File: src/inc/sd_xfer_cfg.svh
// Register map, field positions, FIFO depth and thresholds of the block transfer engine
`ifndef SD_XFER_CFG_SVH
`define SD_XFER_CFG_SVH
`define OFS_CTL      8'h00
`define OFS_CLK      8'h04
`define OFS_ST       8'h08
`define OFS_MASK     8'h10
`define OFS_BLEN     8'h1c
`define OFS_NBLK     8'h20
`define OFS_NBLC     8'h24
`define OFS_RX       8'h28
`define OFS_TX       8'h2c
`define OFS_CMD      8'h30
`define OFS_ARG      8'h34
`define OFS_SDCTL    8'h64
`define OFS_SDST     8'h68
`define OFS_SDIEN    8'h6c
`define OFS_SDIST    8'h70
`define OFS_FCTL     8'h74
`define ST_DONE      0
`define ST_TXRDY     9
`define ST_RXRDY     10
`define ST_TRN       12
`define CMD_DATA_CLEAR_OPTION     7
`define CMD_STOP     12
`define CMD_TRIG     16
`define FIFO_DEPTH   16
`define THR_LO_WORDS 5'd8
`define THR_HI_WORDS 5'd16
`define BLEN_RESET   12'h200
`endif

File: src/inc/sd_xfer_pkg.sv
// Types of the block transfer engine
package sd_xfer_pkg;
  typedef enum logic [1:0] {X_IDLE, X_START, X_DATA, X_GAP} xfer_state_t;
  typedef struct packed {
    logic [1:0] width;
    logic       thr;
    logic       dir_tx;
  } fifo_ctl_t;
  typedef struct packed {
    logic       on;
    logic [7:0] rate;
  } card_clk_t;
endpackage : sd_xfer_pkg

File: src/rtl/sd_xfer.sv
// Block transfer engine with FIFO, card clock, SDIO read-wait and interrupts
`timescale 1ns/10ps
`include "sd_xfer_cfg.svh"
module sd_xfer
  import sd_xfer_pkg::*;
(
  input  wire logic        aclk,
  input  wire logic        aresetn,
  input  wire logic [7:0]  awaddr,
  input  wire logic        awvalid,
  output logic             awready,
  input  wire logic [31:0] wdata,
  input  wire logic [3:0]  wstrb,
  input  wire logic        wvalid,
  output logic             wready,
  output logic [1:0]       bresp,
  output logic             bvalid,
  input  wire logic        bready,
  input  wire logic [7:0]  araddr,
  input  wire logic        arvalid,
  output logic             arready,
  output logic [31:0]      rdata,
  output logic [1:0]       rresp,
  output logic             rvalid,
  input  wire logic        rready,
  output logic             card_clk,
  input  wire logic        data_line_0_in,
  output logic             data_line_0_out,
  output logic             data_line_0_oe,
  input  wire logic        data_line_1,
  output logic             data_line_2_out,
  output logic             data_line_2_oe,
  output logic             dma_tx_req,
  output logic             dma_rx_req,
  output logic             main_irq,
  output logic             sdio_irq
);
  logic        awready_q, wready_q, bvalid_q, arready_q, rvalid_q;
  logic [1:0]  bresp_q, rresp_q;
  logic [31:0] rdata_q;
  logic        data_logic_reset_q;
  card_clk_t   cclk_q;
  fifo_ctl_t   fctl_q;
  logic [11:0] blen_q;
  logic [15:0] nblk_q, left_q, mask_q;
  logic [31:0] arg_q, cmd_q;
  logic        rw_req_q;
  logic [1:0]  sdien_q, sdist_q;
  logic [15:0] st_q;
  logic [31:0] mem_q [`FIFO_DEPTH];
  logic [4:0]  wp_q, rp_q;
  logic [7:0]  div_q;
  logic        clk_q;
  logic [1:0]  s1_q, s2_q;
  xfer_state_t xs_q;
  logic [31:0] sh_q;
  logic [15:0] bc_q;
  logic        d0_q, d0oe_q, d2oe_q, rwa_q, iper_q;
  logic        txreq_q, rxreq_q, mirq_q, sirq_q;

  // Bus decode
  wire        wr_go   = awvalid & wvalid & ~awready_q & ~bvalid_q;
  wire        wr_do   = awready_q;
  wire        rd_go   = arvalid & ~arready_q & ~rvalid_q;
  wire        rd_do   = arready_q;
  wire [31:0] wmask   = {{8{wstrb[3]}}, {8{wstrb[2]}}, {8{wstrb[1]}}, {8{wstrb[0]}}};
  wire        w_ctl   = wr_do & (awaddr == `OFS_CTL);
  wire        w_clk   = wr_do & (awaddr == `OFS_CLK);
  wire        w_mask  = wr_do & (awaddr == `OFS_MASK);
  wire        w_blen  = wr_do & (awaddr == `OFS_BLEN);
  wire        w_nblk  = wr_do & (awaddr == `OFS_NBLK);
  wire        w_tx    = wr_do & (awaddr == `OFS_TX);
  wire        w_cmd   = wr_do & (awaddr == `OFS_CMD);
  wire        w_arg   = wr_do & (awaddr == `OFS_ARG);
  wire        w_sdctl = wr_do & (awaddr == `OFS_SDCTL);
  wire        w_sdien = wr_do & (awaddr == `OFS_SDIEN);
  wire        w_sdist = wr_do & (awaddr == `OFS_SDIST);
  wire        w_fctl  = wr_do & (awaddr == `OFS_FCTL);
  wire        r_st    = rd_do & (araddr == `OFS_ST);
  wire        r_rx    = rd_do & (araddr == `OFS_RX);
  wire [31:0] wd      = wdata & wmask;
  wire        trig    = w_cmd & wd[`CMD_TRIG];
  wire        data_clear_option    = w_cmd & wd[`CMD_DATA_CLEAR_OPTION];
  wire        stop    = w_cmd & wd[`CMD_STOP];
  wire        fifo_rst = w_fctl & wd[0];

  // FIFO
  wire [4:0]  cnt    = wp_q - rp_q;
  wire        f_emp  = (cnt == 5'd0);
  wire        f_full = (cnt == 5'(`FIFO_DEPTH));
  wire [4:0]  thr_w  = fctl_q.thr ? `THR_HI_WORDS : `THR_LO_WORDS;
  wire [4:0]  free   = 5'(`FIFO_DEPTH) - cnt;
  wire [31:0] head   = mem_q[rp_q[3:0]];

  // Card clock edges from the divider
  wire        tick    = cclk_q.on & (div_q == cclk_q.rate);
  wire        rise_en = tick & ~clk_q;
  wire        fall_en = tick & clk_q;
  wire        d0_s    = s2_q[0];
  wire        d1_s    = s2_q[1];

  // Engine decode
  wire [15:0] last_bit = {1'b0, blen_q, 3'b000} - 16'd1;
  wire        is_last  = (bc_q == last_bit);
  wire        tx_mode  = fctl_q.dir_tx;
  wire        bit_en   = tx_mode ? fall_en : rise_en;
  wire        in_data  = (xs_q == X_DATA) & bit_en;
  wire        tx_start = (xs_q == X_START) & tx_mode & fall_en & ~f_emp;
  wire        rx_start = (xs_q == X_START) & ~tx_mode & rise_en & ~d0_s;
  wire        blk_end  = in_data & is_last;
  wire        final_blk = blk_end & (nblk_q != 16'd0) & (left_q == 16'd1);
  wire        wrd_end  = in_data & (bc_q[4:0] == 5'd31);
  wire [31:0] rx_word  = {sh_q[30:0], d0_s};
  wire        rw_go    = (xs_q == X_GAP) & ~tx_mode & rw_req_q;

  // Direction gates every FIFO port
  wire        push   = ~f_full & (tx_mode ? w_tx : wrd_end);
  wire [31:0] push_d = tx_mode ? wd : rx_word;
  wire        pop    = ~f_emp & (tx_mode ? (tx_start | (wrd_end & ~is_last))
                                         : r_rx);

  // SDIO events
  wire        iper_d  = ~d1_s & cclk_q.on & (xs_q != X_DATA);
  wire        card_ev = iper_d & ~iper_q;
  wire        rw_ev   = rw_go & ~rwa_q;

  // Main status next value; set wins over read clear
  wire        done_ev = final_blk | (stop & (xs_q != X_IDLE));
  wire        rxrdy   = ~tx_mode & ((cnt >= thr_w) | ((xs_q == X_IDLE) & ~f_emp));
  wire        txrdy_s = data_logic_reset_q | data_clear_option | (tx_mode & (w_tx | (free >= thr_w)));
  wire [15:0] st_set  = 16'((done_ev ? 16'h1 : 16'h0) | (blk_end ? 16'h1000 : 16'h0));
  wire [15:0] st_keep = r_st ? 16'h0 : st_q;
  logic [15:0] st_d;
  always_comb begin
    st_d = (st_keep | st_set);
    st_d[`ST_RXRDY] = rxrdy;
    st_d[`ST_TXRDY] = txrdy_s | (st_q[`ST_TXRDY] & (free >= thr_w));
  end

  // Read mux
  logic [31:0] rmux;
  logic        rmap;
  always_comb begin
    rmap = 1'b1;
    case (araddr)
      `OFS_CTL:   rmux = {31'h0, data_logic_reset_q};
      `OFS_CLK:   rmux = {23'h0, cclk_q};
      `OFS_ST:    rmux = {16'h0, st_q};
      `OFS_MASK:  rmux = {16'h0, mask_q};
      `OFS_BLEN:  rmux = {20'h0, blen_q};
      `OFS_NBLK:  rmux = {16'h0, nblk_q};
      `OFS_NBLC:  rmux = {16'h0, left_q};
      `OFS_RX:    rmux = head;
      `OFS_CMD:   rmux = cmd_q;
      `OFS_ARG:   rmux = arg_q;
      `OFS_SDCTL: rmux = {31'h0, rw_req_q};
      `OFS_SDST:  rmux = {29'h0, rwa_q, iper_q, d1_s};
      `OFS_SDIEN: rmux = {30'h0, sdien_q};
      `OFS_SDIST: rmux = {30'h0, sdist_q};
      `OFS_FCTL:  rmux = {27'h0, fctl_q.width, fctl_q.thr, fctl_q.dir_tx, 1'b0};
      default: begin
        rmux = 32'h0;
        rmap = 1'b0;
      end
    endcase
  end
  wire wmap = (awaddr == `OFS_CTL) | (awaddr == `OFS_CLK) | (awaddr == `OFS_MASK)
            | (awaddr == `OFS_BLEN) | (awaddr == `OFS_NBLK) | (awaddr == `OFS_TX)
            | (awaddr == `OFS_CMD) | (awaddr == `OFS_ARG) | (awaddr == `OFS_SDCTL)
            | (awaddr == `OFS_SDIEN) | (awaddr == `OFS_SDIST) | (awaddr == `OFS_FCTL);

  // Bus handshake
  always_ff @(posedge aclk) begin
    if (!aresetn) begin
      awready_q <= 1'b0;
      wready_q  <= 1'b0;
      bvalid_q  <= 1'b0;
      bresp_q   <= 2'b00;
      arready_q <= 1'b0;
      rvalid_q  <= 1'b0;
      rresp_q   <= 2'b00;
      rdata_q   <= 32'h0;
    end else begin
      awready_q <= wr_go;
      wready_q  <= wr_go;
      if (wr_do) begin
        bvalid_q <= 1'b1;
        bresp_q  <= wmap ? 2'b00 : 2'b10;
      end else if (bready) bvalid_q <= 1'b0;
      arready_q <= rd_go;
      if (rd_do) begin
        rvalid_q <= 1'b1;
        rresp_q  <= rmap ? 2'b00 : 2'b10;
        rdata_q  <= rmux;
      end else if (rready) rvalid_q <= 1'b0;
    end
  end

  // Configuration registers
  always_ff @(posedge aclk) begin
    if (!aresetn) begin
      data_logic_reset_q <= 1'b0;
      cclk_q   <= '0;
      mask_q   <= 16'h0;
      blen_q   <= `BLEN_RESET;
      nblk_q   <= 16'h0;
      cmd_q    <= 32'h0;
      arg_q    <= 32'h0;
      rw_req_q <= 1'b0;
      sdien_q  <= 2'b00;
      fctl_q   <= '0;
    end else begin
      if (w_ctl)   data_logic_reset_q <= wd[0];
      if (w_clk)   cclk_q   <= wd[8:0];
      if (w_mask)  mask_q   <= wd[15:0];
      if (w_blen)  blen_q   <= wd[11:0];
      if (w_nblk)  nblk_q   <= wd[15:0];
      if (w_cmd)   cmd_q    <= wd & ~(32'h1 << `CMD_TRIG);
      if (w_arg)   arg_q    <= (arg_q & ~wmask) | wd;
      if (w_sdctl) rw_req_q <= wd[0];
      if (w_sdien) sdien_q  <= wd[1:0];
      if (w_fctl)  fctl_q   <= wd[4:1];
    end
  end

  // FIFO storage; data reset and FIFO reset both empty it
  always_ff @(posedge aclk) begin
    if (!aresetn || fifo_rst || data_logic_reset_q) begin
      wp_q <= 5'd0;
      rp_q <= 5'd0;
    end else begin
      if (push) wp_q <= wp_q + 5'd1;
      if (pop)  rp_q <= rp_q + 5'd1;
    end
  end
  always_ff @(posedge aclk) begin
    if (push) mem_q[wp_q[3:0]] <= push_d;
  end

  // Card clock divider and line synchronisers
  always_ff @(posedge aclk) begin
    if (!aresetn) begin
      div_q <= 8'h0;
      clk_q <= 1'b0;
      s1_q  <= 2'b11;
      s2_q  <= 2'b11;
    end else begin
      s1_q <= {data_line_1, data_line_0_in};
      s2_q <= s1_q;
      div_q <= (tick | ~cclk_q.on) ? 8'h0 : div_q + 8'h1;
      clk_q <= cclk_q.on & (clk_q ^ tick);
    end
  end

  // Transfer sequencer
  always_ff @(posedge aclk) begin
    if (!aresetn || data_logic_reset_q) begin
      xs_q   <= X_IDLE;
      sh_q   <= 32'h0;
      bc_q   <= 16'h0;
      left_q <= 16'h0;
      d0_q   <= 1'b1;
      d0oe_q <= 1'b0;
    end else if (stop) begin
      xs_q   <= X_IDLE;
      d0oe_q <= 1'b0;
    end else begin
      case (xs_q)
        X_IDLE: if (trig) begin
          xs_q   <= X_START;
          left_q <= nblk_q;
          d0oe_q <= tx_mode;
          d0_q   <= 1'b1;
        end else if (bit_en) d0oe_q <= 1'b0; // Last bit stands a full period
        X_START: if (tx_start) begin
          d0_q <= 1'b0;
          sh_q <= head;
          bc_q <= 16'h0;
          xs_q <= X_DATA;
        end else if (rx_start) begin
          bc_q <= 16'h0;
          xs_q <= X_DATA;
        end
        X_DATA: if (in_data) begin
          bc_q <= bc_q + 16'd1;
          if (tx_mode) begin
            d0_q <= sh_q[31];
            sh_q <= (wrd_end & ~is_last) ? head : {sh_q[30:0], 1'b0};
          end else sh_q <= rx_word;
          if (blk_end) begin
            left_q <= left_q - 16'd1;
            xs_q   <= final_blk ? X_IDLE : X_GAP;
          end
        end
        X_GAP: if (bit_en & ~rw_go) begin
          xs_q <= X_START;
          d0_q <= 1'b1;
        end
        default: xs_q <= X_IDLE;
      endcase
    end
  end

  // Status, SDIO flags and interrupt outputs
  always_ff @(posedge aclk) begin
    if (!aresetn) begin
      st_q    <= 16'h0200;
      sdist_q <= 2'b00;
      rwa_q   <= 1'b0;
      iper_q  <= 1'b0;
      d2oe_q  <= 1'b0;
      txreq_q <= 1'b0;
      rxreq_q <= 1'b0;
      mirq_q  <= 1'b0;
      sirq_q  <= 1'b0;
    end else begin
      st_q    <= st_d;
      rwa_q   <= rw_go;
      d2oe_q  <= rw_go;
      iper_q  <= iper_d;
      // Write-one clears; a new event in the same cycle wins
      sdist_q <= (sdist_q & ~(w_sdist ? wd[1:0] : 2'b00)) | {rw_ev, card_ev};
      txreq_q <= (xs_q != X_IDLE) & tx_mode & st_d[`ST_TXRDY];
      rxreq_q <= ~tx_mode & st_d[`ST_RXRDY];
      mirq_q  <= |(st_d & mask_q);
      sirq_q  <= |(sdist_q & sdien_q);
    end
  end

  assign awready         = awready_q;
  assign wready          = wready_q;
  assign bvalid          = bvalid_q;
  assign bresp           = bresp_q;
  assign arready         = arready_q;
  assign rvalid          = rvalid_q;
  assign rresp           = rresp_q;
  assign rdata           = rdata_q;
  assign card_clk        = clk_q;
  assign data_line_0_out = d0_q;
  assign data_line_0_oe  = d0oe_q;
  assign data_line_2_out = 1'b0;
  assign data_line_2_oe  = d2oe_q;
  assign dma_tx_req      = txreq_q;
  assign dma_rx_req      = rxreq_q;
  assign main_irq        = mirq_q;
  assign sdio_irq        = sirq_q;
endmodule : sd_xfer

File: config.mk
export PLATFORM = sky130hd
export DESIGN_NAME = sd_xfer
export DESIGN_NICKNAME = d
export VERILOG_FILES = /design/src/inc/sd_xfer_pkg.sv /design/src/rtl/sd_xfer.sv
export VERILOG_INCLUDE_DIRS = /design/src /design/src/inc
export SDC_FILE = /design/constraint.sdc
export NUM_CORES = 1
export LEC_CHECK = 0
export ABC_AREA = 0
export BUFFER_PORTS_ARGS = -buffer_cell sky130_fd_sc_hd__buf_2
export CORE_ASPECT_RATIO = 1.2
export CORE_MARGIN = 4
export CORE_UTILIZATION = 45
export DETAILED_ROUTE_END_ITERATION = 8
export GPL_TIMING_DRIVEN = 0
export MAX_ROUTING_LAYER = met4
export SYNTH_ARGS = -nofsm -noshare
export SYNTH_HDL_FRONTEND = slang
export SYNTH_SLANG_ARGS = --single-unit
File: constraint.sdc
create_clock -name aclk -period 6.61 [get_ports aclk]
set_clock_uncertainty 0.15 [all_clocks]
set_input_delay 0.3305 -clock aclk [delete_from_list [all_inputs] [get_ports aclk]]
set_output_delay 0.3305 -clock aclk [all_outputs]
set_load 0.1 [all_outputs]
# Word-level counts from Yosys, hierarchy flattened

Memories as Yosys holds them, arrays and structs flattened. A register that Yosys moved wholly into a read port is not among the register bits.
Index checks and enable logic that the tools add are counted.

Memory bits (writable): 512
Flip-flop bits (word level): 279
Memories kept: 1
Logic and storage cells: 272

Memories:

| memory | words | width | read ports | clocked after memory_dff | wr ports | RTL line      | text |
|---|---|---|---|---|---|---|---|
| mem_q  | 16    | 32    | 1          | 1                        | 1        | sd_xfer.sv:50 | `` logic [31:0] mem_q [`FIFO_DEPTH]; `` |

Multiplexer cells: 50
Reductions and logical operators: 26
Bitwise logic cells: 104
Equality and inequality tests: 41
$add $sub $neg: 8
Order comparisons: 2

Operators with widths:

| cell                                                                   | number |
|---|---|
| 32-bit one-hot mux with 15 select lines                                | 1 |
| 32-bit 2-to-1 mux                                                      | 5 |
| 16-bit 2-to-1 mux                                                      | 7 |
| 8-bit by 6-bit equality test with 1-bit output, second input constant  | 9 |
| 8-bit by 7-bit equality test with 1-bit output, second input constant  | 9 |
| 32-bit bitwise AND                                                     | 2 |
| 16-bit one-hot mux with 2 select lines                                 | 2 |
| 32-bit one-hot mux with 2 select lines                                 | 1 |
| 1-bit bitwise AND                                                      | 56 |
| 8-bit by 5-bit equality test with 1-bit output, second input constant  | 4 |
| 32-bit NOT                                                             | 1 |
| 32-bit OR                                                              | 1 |
| 2-bit 2-to-1 mux                                                       | 10 |
| 1-bit OR                                                               | 19 |
| 1-bit 2-to-1 mux                                                       | 18 |
| 1-bit NOT                                                              | 17 |
| 16-bit by 1-bit adder with 16-bit output, second input constant        | 1 |
| 16-bit bitwise AND                                                     | 1 |
| 16-bit by 1-bit equality test with 1-bit output, second input constant | 1 |
| 16-bit equality test                                                   | 1 |
| 8-bit by 3-bit equality test with 1-bit output, second input constant  | 2 |
| 8-bit logical NOT                                                      | 2 |
| 16-bit by 13-bit OR with 16-bit output                                 | 1 |
| 16-bit nonzero test                                                    | 1 |
| 37 further kinds                                                       | 59 |

# Longest topological paths before layout

Gate-level depths: netlist of the first run.

Depth after elaboration: 14
Mapped depth: 16
Mapped depth without buffers: 16

# Least setup slack after synthesis of the first run

OpenSTA, ideal clock, no wires.

Path type: register to register
Start: reg clk_q (netlist: card_clk)
End: mem mem_q[3][0], enable pin
Path slack: 1.346 ns
Arrival time: 4.653 ns
Setup time: 0.461 ns
Cell stages (with the launch flop): 8
Required time: 5.999 ns
Period minus slack after synthesis: 5.264 ns
Cell sequence: dfxtp_1 -> ha_1 -> mux2i_1 -> nor2_1 -> nand3b_1 -> a21oi_1 -> nand2_1 -> nor3_1

Word-level cells in the longest chain between the ends: 9

Ends and longest elaborated chain:

| what                                       | RTL line       | text |
|---|---|---|
| from (decl)                                | sd_xfer.sv:53  | `logic clk_q;` |
| from (signal assigned)                     | sd_xfer.sv:251 | `clk_q <= cclk_q.on & (clk_q ^ tick);` |
| 1-bit NOT                                  | sd_xfer.sv:97  | `wire rise_en = tick & ~clk_q;` |
| 1-bit bitwise AND                          | sd_xfer.sv:97  |  |
| 1-bit 2-to-1 mux (*)                       | sd_xfer.sv:106 | `wire bit_en = tx_mode ? fall_en : rise_en;` |
| 1-bit bitwise AND (*)                      | sd_xfer.sv:107 | `wire in_data = (xs_q == X_DATA) & bit_en;` |
| 1-bit bitwise AND (*)                      | sd_xfer.sv:112 | `wire wrd_end = in_data & (bc_q[4:0] == 5'd31);` |
| 1-bit 2-to-1 mux (*)                       | sd_xfer.sv:117 | `wire push = ~f_full & (tx_mode ? w_tx : wrd_end);` |
| 1-bit bitwise AND (*)                      | sd_xfer.sv:117 |  |
| 1-bit 2-to-1 mux (*)                       | sd_xfer.sv:237 | `if (push) mem_q[wp_q[3:0]] <= push_d;` |
| 1-bit 2-to-1 mux (implied by the code) (*) | sd_xfer.sv:237 |  |
| to (decl)                                  | sd_xfer.sv:50  |  |

Mark *: on every way between the ends. The rest lies on a longest branch, timed or not.

# Worst setup path in the final report of the first run

Start: reg cclk_q[0] (netlist bit)
End: mem mem_q[3][14], enable pin

Word-level cells in the longest chain between the ends: 10

Ends and longest elaborated chain:

| what                                       | RTL line                     | text |
|---|---|---|
| from (decl)                                | sd_xfer.sv:42                | `card_clk_t cclk_q;` |
| from (signal assigned)                     | sd_xfer.sv:214               | `if (w_clk) cclk_q <= wd[8:0];` |
| 8-bit equality test (*)                    | sd_xfer.sv:96                | `wire tick = cclk_q.on & (div_q == cclk_q.rate);` |
| 1-bit bitwise AND (*)                      | sd_xfer.sv:96                |  |
| 1-bit bitwise AND (on tied branches)       | sd_xfer.sv:97, sd_xfer.sv:98 |  |
| 1-bit 2-to-1 mux (*)                       | sd_xfer.sv:106               |  |
| 1-bit bitwise AND (*)                      | sd_xfer.sv:107               |  |
| 1-bit bitwise AND (*)                      | sd_xfer.sv:112               |  |
| 1-bit 2-to-1 mux (*)                       | sd_xfer.sv:117               |  |
| 1-bit bitwise AND (*)                      | sd_xfer.sv:117               |  |
| 1-bit 2-to-1 mux (*)                       | sd_xfer.sv:237               |  |
| 1-bit 2-to-1 mux (implied by the code) (*) | sd_xfer.sv:237               |  |

Marks and branches as above.

==> results.json, run 1 <==
{
  "ios": 111,
  "regToRegSetupSlack_ns": 1.23,
  "crit_type": "reg2reg",
  "postRouteAntennaNets": 0,
  "yosysSeqAreaShare": 0.626,
  "die_area_um2": 78900,
  "critPathLaunchType": "flop",
  "fin_tns_setup_ns": 0,
  "dp.cells": 3607,
  "maxCapViolCount": 0,
  "finalHoldViolCount": 0,
  "async_flop_share": 0,
  "die_h_um": 307,
  "leakage_uw": 0.0127,
  "critPathCaptureType": "flop",
  "areaGrowthSynthToFinish_pct": 16.7,
  "power_frac_comb": 0.034,
  "cts_buffer_depth": 3,
  "irDropWorstVdd_mv": 0.228,
  "synth_ff_type": "edfxtp_1",
  "rsz0062_at_grt": "no",
  "vias": 22600,
  "p_per_area_nw_per_um2": 266,
  "wire_per_inst_um": 28.2,
  "switching_power_uw": 2300,
  "finalCriticalPeriod_ns": 5.38,
  "fill_cells": 6180,
  "drtPass1Iterations": 7,
  "cp_data_arrival_time_ns": 5.57,
  "synth_area_leader_cell": "edfxtp_1",
  "h-tree-depth": 3,
  "grt_use_total": 0.279,
  "die_x_um": 257,
  "timing.fmax_mhz": 186,
  "gp_congestion": 1.02,
  "cts_tree": "done",
  "synth_area_um2": 33500,
  "ys_top_cells_by_area": "edfxtp_1 (46%), dfxtp_1 (17%), mux4_2 (11%)",
  "yosysWarnings": 0,
  "antenna_found_initial": 3,
  "synth.top_cell.area_share": 0.459,
  "dr.first_iter.drc_count": 2413,
  "netlist_instances": 2466,
  "wl_um": 107000,
  "viasPerCell": 5.94,
  "num_rows": 109,
  "dp_hpwl_um": 78300,
  "drv_slew": 0,
  "cp_max_fo": 8,
  "clkTransAtPathRegs_ns": 0.06,
  "cp.required_ns": 6.79,
  "setup_viol": 0,
  "start_util": 0.454,
  "fin_util": 0.530,
  "cts.sinks": 792,
  "multi_input_area_um2": 11700,
  "overflow": 0,
  "core-area_um2": 73800,
  "layout-drive-gt1-share": 0.169,
  "synth.distinct_cells": 84,
  "slew_headroom": 0.137,
  "status": "completed",
  "register_area_um2": 21000,
  "grt_pass1_vias": 22700,
  "clock_power_share": 0.455,
  "cts_buffers": 81,
  "hp-class": "in2reg",
  "clock_latency_ns": 0.65,
  "port_buffers": 99,
  "tightest_slew_ns": 1.29,
  "ys_ff_latch": 792,
  "period_share": 0.814,
  "grt_max_degree": 20,
  "grt_pass1_wl_um": 156000,
  "intPower_uw": 8100,
  "nNetsFinal": 2829,
  "synth_area_per_cell_um2": 13.6,
  "stdcell_count": 3808,
  "power.share.switching": 0.221,
  "cts_root_buf": "clkbuf_16",
  "drc": 0,
  "synth-edff-count": 512,
  "cts-resized-gates": 0,
  "pwr-share-seq": 0.510
}
==> flip-flops by register name, indices dropped and copies added (netlist names), 3 cells and up, named ones only <==
| name | count |
|---|---|
| mem_q | 512 |
| rdata | 32 |
| sh_q | 32 |
| cmd_q | 31 |
| bc_q | 16 |
| left_q | 16 |
| mask_q | 16 |
| nblk_q | 16 |
| st_q | 16 |
| blen_q | 12 |
| cclk_q | 9 |
| div_q | 8 |
| rp_q | 5 |
| wp_q | 5 |
| fctl_q | 3 |
==> metrics by stage <==
| stage | setup slack (ns) | power, µW | cell area (µm²) | hold slack, ns |
|---|---|---|---|---|
| floorplan | 1.35 | 5590 | 33500 | 0.236 |
| global placement | -3.22 | 5720 | 35200 | 0.247 |
| detailed placement | 1.18 | 5740 | 35900 | 0.247 |
| CTS | 1.14 | 10500 | 39100 | 0.0786 |
| global route | 0.967 | 10700 | 39100 | 0.134 |
| finish | 1.23 | 10400 | 39100 | 0.106 |
==> worst max-delay path, cell delays in order (launching register included) <==
cell and delay, ns:
dfxtp_1 0.56, xnor2_1 0.17, nand4_1 0.13, nor2_1 0.23, and2_1 0.36, ha_1 0.30
mux2i_1 0.23, nor2_1 0.59, nand3b_1 0.21, a21oi_1 0.59, nand2_1 0.47, nor3_2 0.57
buf_6 0.25, buf_4 0.23
==> metal layers <==
metal,global-route usage,vias up,share of wire
met5,-,-,0
li1,-,9953,-
met1,0.331,11500,0.38
met3,0.0422,269,0.061
met4,0.136,0,0.058
met2,0.468,897,0.50
==> Yosys cell counts (31+ instances only) <==
cell,number
edfxtp_1,512
dfxtp_1,280
nand2_1,218
mux4_2,160
clkbuf_1,128
nand3_1,123
o21ai_0,110
and2_1,98
nor2_1,90
inv_1,64
mux2i_1,54
a21boi_0,52
a21oi_1,48
a22oi_1,44
o21ai_1,40
xnor2_1,31
==> final timing paths <==
kind                            startpoint           end  cells past startpoint
worst min register to register     s1_q[0]       s2_q[0]                      1
worst min-delay path              wstrb[1]          flop                      4
worst max register to register   cclk_q[0]  mem_q[3][14]                     13
worst max-delay path             cclk_q[0]  mem_q[3][14]                     13
==> layout make-up <==
| type | count | area share |
|---|---|---|
| buffer | 164 | 0.0172 |
| clock inverter | 48 | 0.0157 |
| tap | 999 | 0.0320 |
| inverter | 66 | 0.00634 |
| sequential | 792 | 0.537 |
| clock buffer | 101 | 0.0545 |
| multi-input combinational | 1446 | 0.299 |
| timing repair buffer | 189 | 0.0380 |
| antenna | 3 | 0.000192 |
==> power by group through the flow <==
stage                     logic [µW]  registers (µW)  clock network, µW
after global placement           306            5420                  0
after global routing             378            5310               5040
after CTS                        348            5310               4810
after detailed placement         325            5420                  0
final                            356            5310               4740
after floorplan                  158            5430                  0
==> cells in the final DEF (no fill, tap or decap), drive strengths merged, types with 7 or more instances in the layout <==
cell type    synthesis  routed
a222oi              19      19
clkbuf             128     229
clkinv               0      29
o2bb2ai             27      27
and3                26      26
nand2b              14      14
a22oi               44      44
buf                 36     178
nand3b               7       7
xnor2               31      31
dlygate4sd3          0      47
o21ai              150     150
nand2              218     218
a21boi              54      54
edfxtp             512     512
mux2i               54      54
mux4               160     160
nor2b               30      30
dfxtp              280     280
nor4                14      14
and2                99      99
inv                 66      69
mux2                 7       7
xor2                16      16
nand4               16      16
a221oi              14      14
nor2                90      90
bufinv               0      10
a22o                11      11
o21a                 8       8
nand3              123     123
o22ai                7       7
a32o                 7       7
or3                 10      10
ha                  27      27
nor3                36      36
a31o                 9       9
a31oi                7       7
a21oi               48      48
==> what timing repair did <==
| item | 4_1_cts | 5_1_grt |
|---|---|---|
| setup buffers | 0 | 0 |
| hold buffers | 47 | 0 |
| endpoints found under the setup margin | 0 | 0 |
| hold endpoints to repair | 59 | 0 |
==> cells by family after synthesis <==
kind of cell    after synthesis  share of synthesized area
compound gates              436                     0.0888
buf+inv                     230                     0.0275
other cells                   1                   0.000112
fa+ha+maj                    28                     0.0107
xor+xnor                     47                     0.0123
mux                         221                      0.126
flops                       792                      0.626
simple gates                711                      0.108
Note: power is estimated with default switching activity, not from simulation.
==> inputs of run 2 (changes only) <==
- clock period: 6.61 -> 5.56 ns (I/O delays scaled with it)
==> results.json, run 2 (synthesis results as in run 1) <==
{
  "areaGrowthSynthToFinish_pct": 16.8,
  "tightest_slew_ns": 1.30,
  "grt_pass1_wl_um": 156000,
  "setup_ws_ns": 0.475,
  "leakage_uw": 0.0127,
  "die_h_um": 307,
  "crit_start": "cclk_q[0]",
  "cts_tree": "done",
  "cts_buffer_depth": 3,
  "fill_cells": 6177,
  "crit_type": "reg2reg",
  "postRouteAntennaNets": 0,
  "drv_slew": 0,
  "maxCapViolCount": 0,
  "multi_input_area_um2": 11700,
  "start_util": 0.454,
  "rsz0062_at_grt": "no",
  "grt_pass1_vias": 22700,
  "period_share": 0.915,
  "final_common_cell": "edfxtp_1",
  "drtPass1Iterations": 7,
  "hp-class": "in2reg",
  "dp_hpwl_um": 78300,
  "final_cell_mix": "edfxtp_1 (512), dfxtp_1 (280), nand2_1 (218)",
  "wl_met3_um": 6630,
  "core-area_um2": 73800,
  "p_total_uw": 12400,
  "min_from": "wstrb[1]",
  "wire_per_inst_um": 28.2,
  "clock_latency_ns": 0.65,
  "cts_buffers": 81,
  "gp_congestion": 1.02,
  "setup_viol": 0,
  "clkTransAtPathRegs_ns": 0.06,
  "cp.required_ns": 5.74,
  "h-tree-depth": 3,
  "dp_slack_ns": 0.130,
  "dr_wl_met2_um": 53700,
  "overflow": 0,
  "largest_reg_flops": 512,
  "finalHoldViolCount": 0,
  "nNetsFinal": 2830,
  "irDropWorstVdd_mv": 0.271,
  "dr.first_iter.drc_count": 2386,
  "slew_headroom": 0.132,
  "wl_met1_um": 40700,
  "critPathLaunchType": "flop",
  "dr.max_layer_used": "met4",
  "viasPerCell": 5.92,
  "layout-drive-gt1-share": 0.170,
  "fin_util": 0.530,
  "die_x_um": 257,
  "die_area_um2": 78900,
  "finalCriticalPeriod_ns": 5.08,
  "drc": 0,
  "fin_tns_setup_ns": 0,
  "cts.sinks": 792,
  "num_rows": 109,
  "cts_root_buf": "clkbuf_16",
  "cp_max_fo": 8,
  "status": "completed",
  "port_buffers": 99,
  "grt_max_degree": 20,
  "holdWs_ns": 0.0554,
  "ios": 111,
  "wl_um": 107000,
  "cp_data_arrival_time_ns": 5.27,
  "vias": 22600,
  "timing.fmax_mhz": 197,
  "grt_use_total": 0.279,
  "reg2reg_from": "cclk_q[0]",
  "register_area_um2": 21000,
  "antenna_found_initial": 3,
  "critPathCaptureType": "flop",
  "p_per_area_nw_per_um2": 316
}
## run 2: final timing paths
check / end / cells past startpoint / slack [ns]
worst max-delay path: mem_q[3][3] / 13 / 0.48
worst min-delay path: flop / 4 / 0.06
worst max register to register: mem_q[3][3] / 13 / 0.48
worst min register to register: s2_q[0] / 1 / 0.25
## run 2: worst max-delay path, cell delays in order (launching register included)
cell	delay [ns]
dfxtp_1	0.55
xnor2_1	0.17
nand4_1	0.13
nor2_1	0.23
and2_1	0.36
ha_1	0.30
mux2i_1	0.22
nor2_1	0.58
nand3b_1	0.22
a21oi_2	0.41
nand2_1	0.39
nor3_2	0.56
buf_6	0.25
buf_4	0.23
## run 2: area by class of cell
type,instances,share of cell area
sequential,792,0.536
multi-input combinational,1446,0.299
clock buffer,101,0.0545
buffer,164,0.0172
inverter,66,0.00633
antenna,3,0.000192
timing repair buffer,190,0.0385
clock inverter,48,0.0157
tap,999,0.0320
## run 2: per-layer routing
metal	vias up	GRT usage
li1	9947	-
met1	11400	0.331
met2	918	0.468
met3	261	0.0422
met4	0	0.136
met5	-	-
## run 2: report_power, final
group / internal (µW) / switching (µW)
clock: 3230 / 2410
sequential: 6290 / 19.5
combinational: 105 / 317
total: 9630 / 2740
## run 2: through the flow
step	instances	instance area, µm²
after floorplan	2468	33500
after global placement	3566	35200
after detailed placement	3607	35900
after CTS	3803	39100
after global routing	3809	39100
final	3809	39100
## run 2: repair_timing
| action | CTS | global route |
|---|---|---|
| hold buffers | 47 | 0 |
| setup endpoints to repair | 0 | 25 |
| setup buffers | 0 | 1 |
| endpoints found under the hold margin | 69 | 0 |
| gates resized for setup | 0 | 1 |
